<file path="config.mk">
export PLATFORM = sky130hd
export DESIGN_NAME = pmt8_timer
export DESIGN_NICKNAME = d
export VERILOG_FILES = /design/src/logic/pmt8_pkg.sv /design/src/logic/pmt8_scaler.sv /design/src/logic/pmt8_timer.sv
export SDC_FILE = /design/constraint.sdc
export NUM_CORES = 1
export LEC_CHECK = 0
export BUFFER_PORTS_ARGS = -buffer_cell sky130_fd_sc_hd__buf_4
export CORE_MARGIN = 4
export CORE_UTILIZATION = 39
export CTS_CLUSTER_DIAMETER = 80
export DETAILED_ROUTE_END_ITERATION = 10
export PLACE_DENSITY_LB_ADDON = 0.08
export SYNTH_ARGS = -nofsm -noshare
export SYNTH_HDL_FRONTEND = slang
export SYNTH_HIERARCHICAL = 1
export SYNTH_SLANG_ARGS = --single-unit
</file>
<file path="constraint.sdc">
create_clock -name core_clk_i -period 1.3 [get_ports core_clk_i]
set_input_delay 0.325 -clock core_clk_i [delete_from_list [all_inputs] [get_ports core_clk_i]]
set_output_delay 0.325 -clock core_clk_i [all_outputs]
set_load 0.05 [all_outputs]
</file>
<file path="src/logic/pmt8_pkg.sv">
// constants shared by the period match timer files
package pmt8_pkg;
	localparam int          ADDR_W         = 3;
	localparam int          DATA_W         = 8;
	// register offsets
	localparam logic [2:0]  OFF_COUNT      = 3'h0;
	localparam logic [2:0]  OFF_CONTROL    = 3'h1;
	localparam logic [2:0]  OFF_PERIOD     = 3'h2;
	localparam logic [2:0]  OFF_FLAGS      = 3'h3;
	localparam logic [2:0]  OFF_ENABLES    = 3'h4;
	localparam logic [2:0]  OFF_PRIORITY   = 3'h5;
	// reset values
	localparam logic [7:0]  RST_COUNT      = 8'h00;
	localparam logic [7:0]  RST_CONTROL    = 8'h00;
	localparam logic [7:0]  RST_PERIOD     = 8'hff;
	localparam logic [7:0]  RST_ZERO       = 8'h00;
	// control field layout
	localparam int          CTL_PRE_LSB    = 0;
	localparam int          CTL_PRE_MSB    = 1;
	localparam int          CTL_RUN_BIT    = 2;
	localparam int          CTL_POST_LSB   = 3;
	localparam int          CTL_POST_MSB   = 6;
	localparam logic [7:0]  CTL_WR_MASK    = 8'h7f;
	// flag, enable and priority bit position
	localparam int          IRQ_BIT        = 3;
	// prescale select codes and terminal counts
	localparam logic [1:0]  PRE_DIV1       = 2'h0;
	localparam logic [1:0]  PRE_DIV4       = 2'h1;
	localparam logic [3:0]  PRE_LIM1       = 4'h0;
	localparam logic [3:0]  PRE_LIM4       = 4'h3;
	localparam logic [3:0]  PRE_LIM16      = 4'hf;
	// oscillator to instruction clock ratio
	localparam int          OSC_DIV        = 4;
	localparam logic [1:0]  OSC_LIM        = 2'(OSC_DIV - 1);
endpackage

</file>
<file path="src/logic/pmt8_scaler.sv">
// free counting divider with synchronous clear and a terminal pulse
`timescale 1ns/100ps
module pmt8_scaler #(
	parameter int W = 4
) (
	input  wire logic         clk_i,
	input  wire logic         rst_n_i,
	input  wire logic         clr_i,
	input  wire logic         en_i,
	input  wire logic [W-1:0] limit_i,
	output logic      [W-1:0] count_o,
	output logic              pulse_o
);
	logic [W-1:0] count_reg;
	logic [W-1:0] count_next;

	// ====================================================
	// terminal detect and next count
	assign pulse_o    = en_i && (count_reg == limit_i);
	assign count_next = clr_i ? '0 :
	                    pulse_o ? '0 :
	                    en_i ? W'(count_reg + 1'b1) : count_reg;
	assign count_o    = count_reg;

	// clear wins over counting so a write restarts the ratio cleanly
	always_ff @(posedge clk_i or negedge rst_n_i) begin
		if (!rst_n_i) begin
			count_reg <= '0;
		end else begin
			count_reg <= count_next;
		end
	end
endmodule // pmt8_scaler

</file>
<file path="src/logic/pmt8_timer.sv">
// period match timer: 8-bit counter, prescaler, postscaler, registers
// Operation
// count up from zero each tick, wrap to zero after equalling the period
// period register resets to all ones
// count register is read/write and clears on reset
// prescale select: 00 divide 1, 01 divide 4, 1x divide 16
// matches pass a 4-bit postscaler before setting the flag
// postscale ratio is select value plus one, 1:1 to 1:16
// writes to count or control, and reset, clear both scalers
// a control write leaves the count unchanged
// control bit 2 runs the timer; zero stops it
// control bit 7 reads as zero
// raw match goes out only as the pwm time base
// period register is read/write at any time
// postscaled match latches flag bit 3; enable and priority at bit 3
// software clears the flag; it stays set until then
// while stopped, count holds and scalers do not advance
`timescale 1ns/100ps
module pmt8_timer (
	input  wire logic                         core_clk_i,
	input  wire logic                         rst_n_i,
	input  wire logic [pmt8_pkg::ADDR_W-1:0]  addr_i,
	input  wire logic [pmt8_pkg::DATA_W-1:0]  wr_data_i,
	input  wire logic                         wr_en_i,
	input  wire logic                         rd_en_i,
	output logic      [pmt8_pkg::DATA_W-1:0]  rd_data_o,
	output logic                              irq_o,
	output logic                              irq_priority_o,
	output logic                              pwm_timebase_o,
	output logic      [pmt8_pkg::DATA_W-1:0]  tick_count_o
);
	import pmt8_pkg::*;

	// ====================================================
	// reset synchroniser
	logic       rst_meta_reg;
	logic       rst_n;

	// assert at once, release two edges later so no flop sees a runt release
	always_ff @(posedge core_clk_i or negedge rst_n_i) begin
		if (!rst_n_i) begin
			rst_meta_reg <= 1'b0;
			rst_n        <= 1'b0;
		end else begin
			rst_meta_reg <= 1'b1;
			rst_n        <= rst_meta_reg;
		end
	end

	// ====================================================
	// registers and decode
	logic [7:0] tick_count_reg;
	logic [7:0] tick_count_next;
	logic [7:0] timer_control_reg;
	logic [7:0] period_value_reg;
	logic       match_irq_flag_reg;
	logic       match_irq_flag_next;
	logic       match_irq_enable_reg;
	logic       match_irq_priority_reg;
	logic [7:0] rd_data_reg;
	logic [7:0] rd_data_next;
	logic       match_reg;

	logic       wr_count;
	logic       wr_control;
	logic       wr_period;
	logic       wr_flags;
	logic       wr_enables;
	logic       wr_priority;
	logic       rd_flags;

	// strobe decode
	assign wr_count    = wr_en_i && (addr_i == OFF_COUNT);
	assign wr_control  = wr_en_i && (addr_i == OFF_CONTROL);
	assign wr_period   = wr_en_i && (addr_i == OFF_PERIOD);
	assign wr_flags    = wr_en_i && (addr_i == OFF_FLAGS);
	assign wr_enables  = wr_en_i && (addr_i == OFF_ENABLES);
	assign wr_priority = wr_en_i && (addr_i == OFF_PRIORITY);
	assign rd_flags    = rd_en_i && (addr_i == OFF_FLAGS);

	// ====================================================
	// control fields
	logic [1:0] prescale_select;
	logic [3:0] postscale_select;
	logic       run_enable;

	assign prescale_select  = timer_control_reg[CTL_PRE_MSB:CTL_PRE_LSB];
	assign postscale_select = timer_control_reg[CTL_POST_MSB:CTL_POST_LSB];
	assign run_enable       = timer_control_reg[CTL_RUN_BIT];

	// ====================================================
	// scaler chain
	logic       instr_tick;
	logic       pre_tick;
	logic       post_tick;
	logic       scaler_clr;
	logic [3:0] pre_limit;
	logic [3:0] pre_count;
	logic [3:0] post_count;
	logic       match_now;
	logic       pre_step;

	// any count or control write restarts both ratios
	assign scaler_clr = wr_count || wr_control;

	// a tick landing on a count or control write is dropped, so a control
	// write never moves the count and a count write is never overtaken
	assign pre_step   = pre_tick && !scaler_clr;

	// terminal count for the prescaler, upper code bit alone picks 1:16
	assign pre_limit  = (prescale_select == PRE_DIV1) ? PRE_LIM1 :
	                    (prescale_select == PRE_DIV4) ? PRE_LIM4 : PRE_LIM16;

	// instruction clock enable: oscillator divided down, never cleared
	pmt8_scaler #(
		.W(2)
	) u_instr_div (
		.clk_i   (core_clk_i),
		.rst_n_i (rst_n),
		.clr_i   (1'b0),
		.en_i    (1'b1),
		.limit_i (OSC_LIM),
		.count_o (),
		.pulse_o (instr_tick)
	);

	// prescaler only sees instruction ticks while running
	pmt8_scaler #(
		.W(4)
	) u_prescale (
		.clk_i   (core_clk_i),
		.rst_n_i (rst_n),
		.clr_i   (scaler_clr),
		.en_i    (instr_tick && run_enable),
		.limit_i (pre_limit),
		.count_o (pre_count),
		.pulse_o (pre_tick)
	);

	// match occurs on the increment that wraps the counter
	assign match_now = pre_step && (tick_count_reg == period_value_reg);

	// postscaler counts matches, pulses on the select value plus one
	pmt8_scaler #(
		.W(4)
	) u_postscale (
		.clk_i   (core_clk_i),
		.rst_n_i (rst_n),
		.clr_i   (scaler_clr),
		.en_i    (match_now && !scaler_clr),
		.limit_i (postscale_select),
		.count_o (post_count),
		.pulse_o (post_tick)
	);

	// ====================================================
	// counter next value; software write wins over a tick
	assign tick_count_next = wr_count ? wr_data_i :
	                         match_now ? RST_COUNT :
	                         pre_step ? 8'(tick_count_reg + 1'b1) :
	                         tick_count_reg;

	// flag: hardware set wins over a read clear or a written zero
	assign match_irq_flag_next = post_tick ? 1'b1 :
	                             rd_flags ? 1'b0 :
	                             wr_flags ? wr_data_i[IRQ_BIT] && match_irq_flag_reg :
	                             match_irq_flag_reg;

	// ====================================================
	// read mux; unmapped offsets answer zero
	always_comb begin
		rd_data_next = RST_ZERO;
		unique case (addr_i)
			OFF_COUNT: begin
				rd_data_next = tick_count_reg;
			end
			OFF_CONTROL: begin
				rd_data_next = timer_control_reg & CTL_WR_MASK;
			end
			OFF_PERIOD: begin
				rd_data_next = period_value_reg;
			end
			OFF_FLAGS: begin
				rd_data_next[IRQ_BIT] = match_irq_flag_reg;
			end
			OFF_ENABLES: begin
				rd_data_next[IRQ_BIT] = match_irq_enable_reg;
			end
			OFF_PRIORITY: begin
				rd_data_next[IRQ_BIT] = match_irq_priority_reg;
			end
			default: begin
				rd_data_next = RST_ZERO;
			end
		endcase
	end

	// ====================================================
	// counter, period and control storage
	always_ff @(posedge core_clk_i or negedge rst_n) begin
		if (!rst_n) begin
			tick_count_reg    <= RST_COUNT;
			timer_control_reg <= RST_CONTROL;
			period_value_reg  <= RST_PERIOD;
		end else begin
			tick_count_reg <= tick_count_next;
			if (wr_control) begin
				timer_control_reg <= wr_data_i & CTL_WR_MASK;
			end
			if (wr_period) begin
				period_value_reg <= wr_data_i;
			end
		end
	end

	// interrupt bits and bus answer
	always_ff @(posedge core_clk_i or negedge rst_n) begin
		if (!rst_n) begin
			match_irq_flag_reg     <= 1'b0;
			match_irq_enable_reg   <= 1'b0;
			match_irq_priority_reg <= 1'b0;
			rd_data_reg            <= RST_ZERO;
			match_reg              <= 1'b0;
		end else begin
			match_irq_flag_reg <= match_irq_flag_next;
			if (wr_enables) begin
				match_irq_enable_reg <= wr_data_i[IRQ_BIT];
			end
			if (wr_priority) begin
				match_irq_priority_reg <= wr_data_i[IRQ_BIT];
			end
			if (rd_en_i) begin
				rd_data_reg <= rd_data_next;
			end
			match_reg <= match_now;
		end
	end

	// ====================================================
	// outputs
	assign rd_data_o      = rd_data_reg;
	assign irq_o          = match_irq_flag_reg && match_irq_enable_reg;
	assign irq_priority_o = match_irq_priority_reg;
	// raw match, ahead of the postscaler, only for the pwm modules
	assign pwm_timebase_o = match_reg;
	assign tick_count_o   = tick_count_reg;
endmodule // pmt8_timer

</file>
==> metrics.yaml, run 1 <==
run_status:
  status: "finished with violations"
  violations: "negative setup slack"
drt:
  dr.pass1.iters: 4
  vias_per_cell: 5.04
  drcViolationCount: 0
  wl_per_cell_um: 15.7
  drt_iter0_markers: 103
  postRouteAntennaNets: 0
  drt_wl_total_um: 7090
  vias: 2285
clock_tree:
  cts_htree_levels: 2
  cts_buffers: 5
  cts_sinks: 47
  clk_pin_slew_ps: 90
  insertion_delay_ps: 300
  root_buffer: "clkbuf_8"
  clockBufferDepth: 2
  cts_tree: "done"
logic_synthesis:
  synthTopCellsByArea: "dfrtp_1 (37%), mux2_2 (8.0%), dfstp_2 (7.9%), xor2_1 (5.6%), mux2i_1 (3.4%)"
  synth-edff-count: 0
  ys_ff_latch: 47
  synth_most_common_cell: "dfrtp_1"
  synth.top_cell.area_share_pct: 36.6
  synth_largest_area_cell: "dfrtp_1"
  synth_cell_types: 47
  syn_area_um2: 2670
  synth_warnings: 6
  synthArstFlopShare_pct: 100
  seq_area_frac_synth_pct: 44.5
  ys.flop_type: "dfrtp_1"
  syn_avg_cell_area_um2: 10.1
  syn_inst: 264
  synth_commonest_cells: "dfrtp_1 (39), mux2_2 (19), nor2_1 (19)"
sta:
  report.final.setup_viol: 27
  fmax_ghz: 0.482
  rsz0062_at_grt: "yes"
  drv_slew: 0
  slew_headroom_pct: 62.1
  finalHoldViolCount: 0
  tightest_slew_ps: 567
  fin_ws_ps: -773
  min_period_over_period_pct: 159
  min_period_ps: 2070
  hold_ws_ps: 247
  fin_worst_skew_ps: 5.96
pwr:
  irDropWorstVdd_uv: 684
  p_per_area_nw_per_um2: 1240
  p_leak_nw: 1.81
placed_design:
  port_buffers: 33
  hpwl_um: 5100
  gp_congestion: 0.812
  dpl_worst_slack_ps: -925
  place_inst: 434
final_layout:
  layout.nets: 393
  fin_cells: 453
  diodes: 0
  post_route_cells_drive_above_1_share_pct: 48.7
  area_growth_pct: 49.7
die:
  start_util_pct: 41.1
  die_w_um: 90.7
  die_h_um: 90.7
  ios: 34
  core_um2: 6490
  dieArea_um2: 8230
  rows: 29
setup_path:
  worst-r2r-cell-count: 9
  ff2ff_setup_slack_ps: -770
  r2r_end: "u_postscale/count_o[2]"
  worst_setup_path_end_kind: "flop"
  timing_worst_setup_path_type: "flop to flop"
  required_ps: 1510
  cp.arrival_ps: 2280
  path_max_fanout: 4
  rr_startpoint: "timer_control_reg[1]"
  start_kind: "flop"
global_routing:
  grt_pass1_vias: 2361
  grt_overflow: 0
  grt_pass1_wl_um: 11800
  track_usage_pct: 17.9
  antenna_found_initial: 0
  grt_max_degree: 46
job:
  maxCapViolations: 0
min_path:
  hold_path.class: "flop to async pin"
## routing by layer
metal  vias up  wire length, um  GRT usage (%)  share of wire, %
li1       1150                -              -                 -
met4         0               72           4.59               1.0
met5         -                0              0                 0
met3         5              214           3.42               3.0
met2        27             3610           31.4                51
met1      1103             3200           22.6                45
## where the power goes
group,internal [mW],switching (mW)
registers,1.71,0.167
clock network,0.623,0.502
logic,0.944,0.988
## worst max-delay path, stage by stage, from the launching register on
cell,delay [ps]
dfrtp_1,390
or2_4,280
xor2_2,150
nor4_2,250
and2_4,210
o21ai_4,70
nor2_4,110
nand2_1,60
mux2_2,270
o32ai_2,200
## stage by stage
| step | TNS, ps | instance area, um^2 | utilization, % | total power [mW] |
|---|---|---|---|---|
| floorplan | -11600 | 2780 | - | 2.91 |
| global placement | -14660 | 3510 | 54.0 | 3.56 |
| detailed placement | -15480 | 3510 | 54.0 | 3.58 |
| CTS | -10050 | 3930 | 60.4 | 4.91 |
| global route | -12640 | 3990 | 61.5 | 5.24 |
| finish | -9580 | 3990 | 61.5 | 4.94 |
## layout make-up
class | instances | area (um^2)
Clock inverter | 2 | 35.0
Fill cell | 561 | 2500
Multi-Input combinational cell | 201 | 1590
Sequential cell | 47 | 1190
Tap cell | 77 | 96.3
Clock buffer | 6 | 82.6
Timing Repair Buffer | 107 | 952
Inverter | 13 | 48.8
## what timing repair did
item | 4_1_cts | 5_1_grt
endpoints found under the hold margin | 2 | 0
pin swaps | 14 | 4
setup buffers | 15 | 3
setup endpoints to repair | 28 | 29
hold buffers | 1 | 0
gates resized for setup | 49 | 15
gates cloned | 0 | 0
## worst max-delay path by stage
stage	start	endpoint	slack, ps
floorplan	timer_control_reg[0]	u_postscale/count_o[2]	-1070
global placement	timer_control_reg[0]	u_postscale/count_o[2]	-850
detailed placement	timer_control_reg[0]	u_postscale/count_o[2]	-930
CTS	timer_control_reg[1]	u_postscale/count_o[2]	-750
global route	timer_control_reg[1]	u_postscale/count_o[2]	-910
finish	timer_control_reg[1]	u_postscale/count_o[2]	-770
## cell usage in the layout (no fill, tap or decap), types with 4 or more instances in the layout
master / netlist / layout
mux2i_1: 9 / 9
dfrtp_1: 39 / 35
a21oi_1: 11 / 8
clkbuf_8: 0 / 6
nor4_2: 4 / 5
xor2_1: 17 / 15
mux2_2: 19 / 19
dfstp_2: 8 / 8
nand3_1: 14 / 14
buf_8: 0 / 9
buf_4: 0 / 83
nand2_1: 16 / 16
conb_1: 2 / 15
inv_1: 13 / 13
dfrtp_2: 0 / 4
nor2_1: 19 / 15
buf_6: 2 / 11
o22ai_1: 7 / 7
and3_1: 5 / 5
## cell families (layout without fill, tap and decap cells)
logic type                 after synthesis  after routing  share of synthesized area (%)
AOI/OAI and AO/OA                       45             45                           11.7
xor gates and xnor gates                22             22                           7.50
adders and majority gates                3              3                           1.41
buffers and inverters                   29            128                           5.16
DFF                                     47             47                           44.5
muxes                                   28             28                           11.4
other                                    2             15                          0.282
and+or+nand+nor                         88             88                           18.1
(Power assumes the default switching activity.)
==> run 2, diff against run 1 <==
CORE_UTILIZATION = 50   (was 39)
==> run 2 against run 1 <==
Compared with the run above:
- sequential power is essentially flat
- worst setup slack lost 16 ps
- core utilization grew 14 points
- largest power group unchanged
- first-iteration DRC count grew 3.9%
- the flow still finishes with violations (negative setup slack)
- sequential share of layout area grew 0.70 points
- fmax shrank 0.75%
- clock skew shrank 2.4 ps
- global-route usage grew 4.4 points
- highest routed layer unchanged
==> metrics.yaml, run 2 (same netlist as run 1, synthesis figures left out) <==
sta:
  report.final.setup_viol: 26  # -3.7%
  min_period_ps: 2090  # +15.7 ps
  drv_slew: 0  # unchanged
  fin_worst_skew_ps: 3.54  # -2.42 ps
  rsz0062_at_grt: "yes"
  fmax_ghz: 0.479  # -0.75%
  fin_ws_ps: -789  # -15.7 ps
  finalHoldViolCount: 0  # unchanged
  min_period_over_period_pct: 161  # +1.2 points
  tns_ps: -9510  # +69.2 ps
setup_path:
  r2r_end: "u_postscale/count_o[2]"
  path_max_fanout: 4  # unchanged
  rr_startpoint: "timer_control_reg[1]"
  required_ps: 1510  # about the same
  timing_worst_setup_path_type: "flop to flop"
  ff2ff_setup_slack_ps: -790  # -20 ps
  cp.arrival_ps: 2300  # +20 ps
  worst-r2r-cell-count: 9  # unchanged
  worst_setup_path_end_kind: "flop"
  start_kind: "flop"
global_routing:
  grt_max_degree: 26  # -43%
  grt_pass1_wl_um: 11200  # -4.6%
  grt_pass1_vias: 2291  # -3.0%
  track_usage_pct: 22.3  # +4.4 points
  grt_overflow: 0  # unchanged
  antenna_found_initial: 0  # unchanged
placed_design:
  place_inst: 424  # -2.3%
  dpl_worst_slack_ps: -891  # +34.7 ps
  place_area_um2: 3450  # -1.6%
  hpwl_um: 4850  # -5.0%
  port_buffers: 33  # unchanged
  gp_congestion: 0.859  # +5.7%
die:
  dieArea_um2: 6570  # -20%
  die_w_um: 81.0  # -11%
  die_h_um: 81.0  # -11%
  start_util_pct: 51.9  # +11 points
  core_um2: 5140  # -21%
  ios: 34  # unchanged
  rows: 26  # -10%
final_layout:
  multi_input_area_um2: 1600  # +1.0%
  final_cell_mix: "buf_4 (77), dfrtp_1 (35), mux2_2 (18)"
  area_growth_pct: 46.2
  final_common_cell: "buf_4"
  nFillCells: 389  # -31%
  stdcell_area_um2: 3900  # -2.3%
  diodes: 0  # unchanged
  regArea_um2: 1190  # unchanged
  layout.nets: 385  # -2.0%
  fin_cells: 438  # -3.3%
  post_route_cells_drive_above_1_share_pct: 47.0  # -1.7 points
pwr:
  switchingPower_mw: 1.68  # +1.2%
  p_int_mw: 3.12  # -4.9%
  pwr-share-clk_pct: 20.4  # -2.4 points
  combPwrFrac_pct: 40.3  # +1.2 points
  irDropWorstVdd_uv: 931  # +36%
  p_leak_nw: 1.76  # -2.6%
  p_sw_share_pct: 35.0  # +1.4 points
  total_power_mw: 4.80  # -2.8%
  power_frac_seq_pct: 39.3  # +1.2 points
  p_per_area_nw_per_um2: 1230  # -0.57%
clock_tree:
  clockBufferDepth: 2  # unchanged
  cts_buffers: 5  # unchanged
  root_buffer: "clkbuf_8"
  clk_pin_slew_ps: 90  # about the same
  cts_sinks: 47  # unchanged
  insertion_delay_ps: 300  # about the same
  cts_htree_levels: 2  # unchanged
  cts_tree: "done"
drt:
  drt_iter0_markers: 107  # +3.9%
  drcViolationCount: 0  # unchanged
  vias_per_cell: 5.35  # +6.0%
  postRouteAntennaNets: 0  # unchanged
  vias: 2342  # +2.5%
  wl_per_cell_um: 15.7  # +0.41%
  drt_wl_total_um: 6890  # -2.9%
  dr.pass1.iters: 4  # unchanged
run_status:
  violations: "negative setup slack"
  status: "finished with violations"
min_path:
  hold_path.class: "flop to async pin"
job:
  maxCapViolations: 0  # unchanged
[run 2: through the flow]
step | util [%] | hold slack, ps
floorplan | - | 29.4
global placement | 67.2 | 107
detailed placement | 67.2 | 108
CTS | 73.8 | 248
global route | 75.9 | 261
finish | 75.9 | 237
[run 2: power by group through the flow]
stage	Sequential, mW	Combinational (mW)	Clock, mW
CTS	1.88	1.81	0.993
global route	1.92	2.07	1.06
finish	1.88	1.93	0.979
global placement	1.89	1.62	0
floorplan	2.16	0.748	0
detailed placement	1.90	1.65	0
[run 2: final cells by class]
class	count	share of cell area [%]
Clock buffer	8	2.57
Inverter	13	1.25
Multi-Input combinational cell	201	41.1
Sequential cell	47	30.5
Tap cell	70	2.25
Timing Repair Buffer	99	22.3
[run 2: repair_timing]
action,in CTS,in global routing
gates resized for setup,46,19
buffers inserted,5,1
setup endpoints to repair,33,35
endpoints found under the hold margin,2,0
pin swaps,14,3
hold buffers,1,0
[run 2: critical path, stage by stage (launching register included)]
cell and delay, ps:
dfrtp_1 380, or2_4 290, xor2_4 170, nor4_4 240
and2_4 210, o21ai_4 70, nor2_4 110, nand2_1 70
mux2_4 280, o32ai_2 190
[run 2: worst max path at each step]
stage / startpoint / to / slack, ps / depth (start not counted)
global placement: timer_control_reg[0] / u_postscale/count_o[2] / -810 / 9
global route: timer_control_reg[1] / u_postscale/count_o[2] / -910 / 9
floorplan: timer_control_reg[0] / u_postscale/count_o[2] / -1070 / 11
CTS: timer_control_reg[1] / u_postscale/count_o[2] / -770 / 9
detailed placement: timer_control_reg[0] / u_postscale/count_o[2] / -890 / 9
finish: timer_control_reg[1] / u_postscale/count_o[2] / -790 / 9
[run 2: routing by layer]
metal  GRT usage, %  vias to the layer above  share of wire, %  routed length (um)
met5              0                        -                 0                   0
met4           6.42                        0               1.6                 107
met3           4.32                       11               5.2                 361
met2           36.2                       55                49                3380
met1           30.4                     1153                44                3040
li1               -                     1123                 -                   -
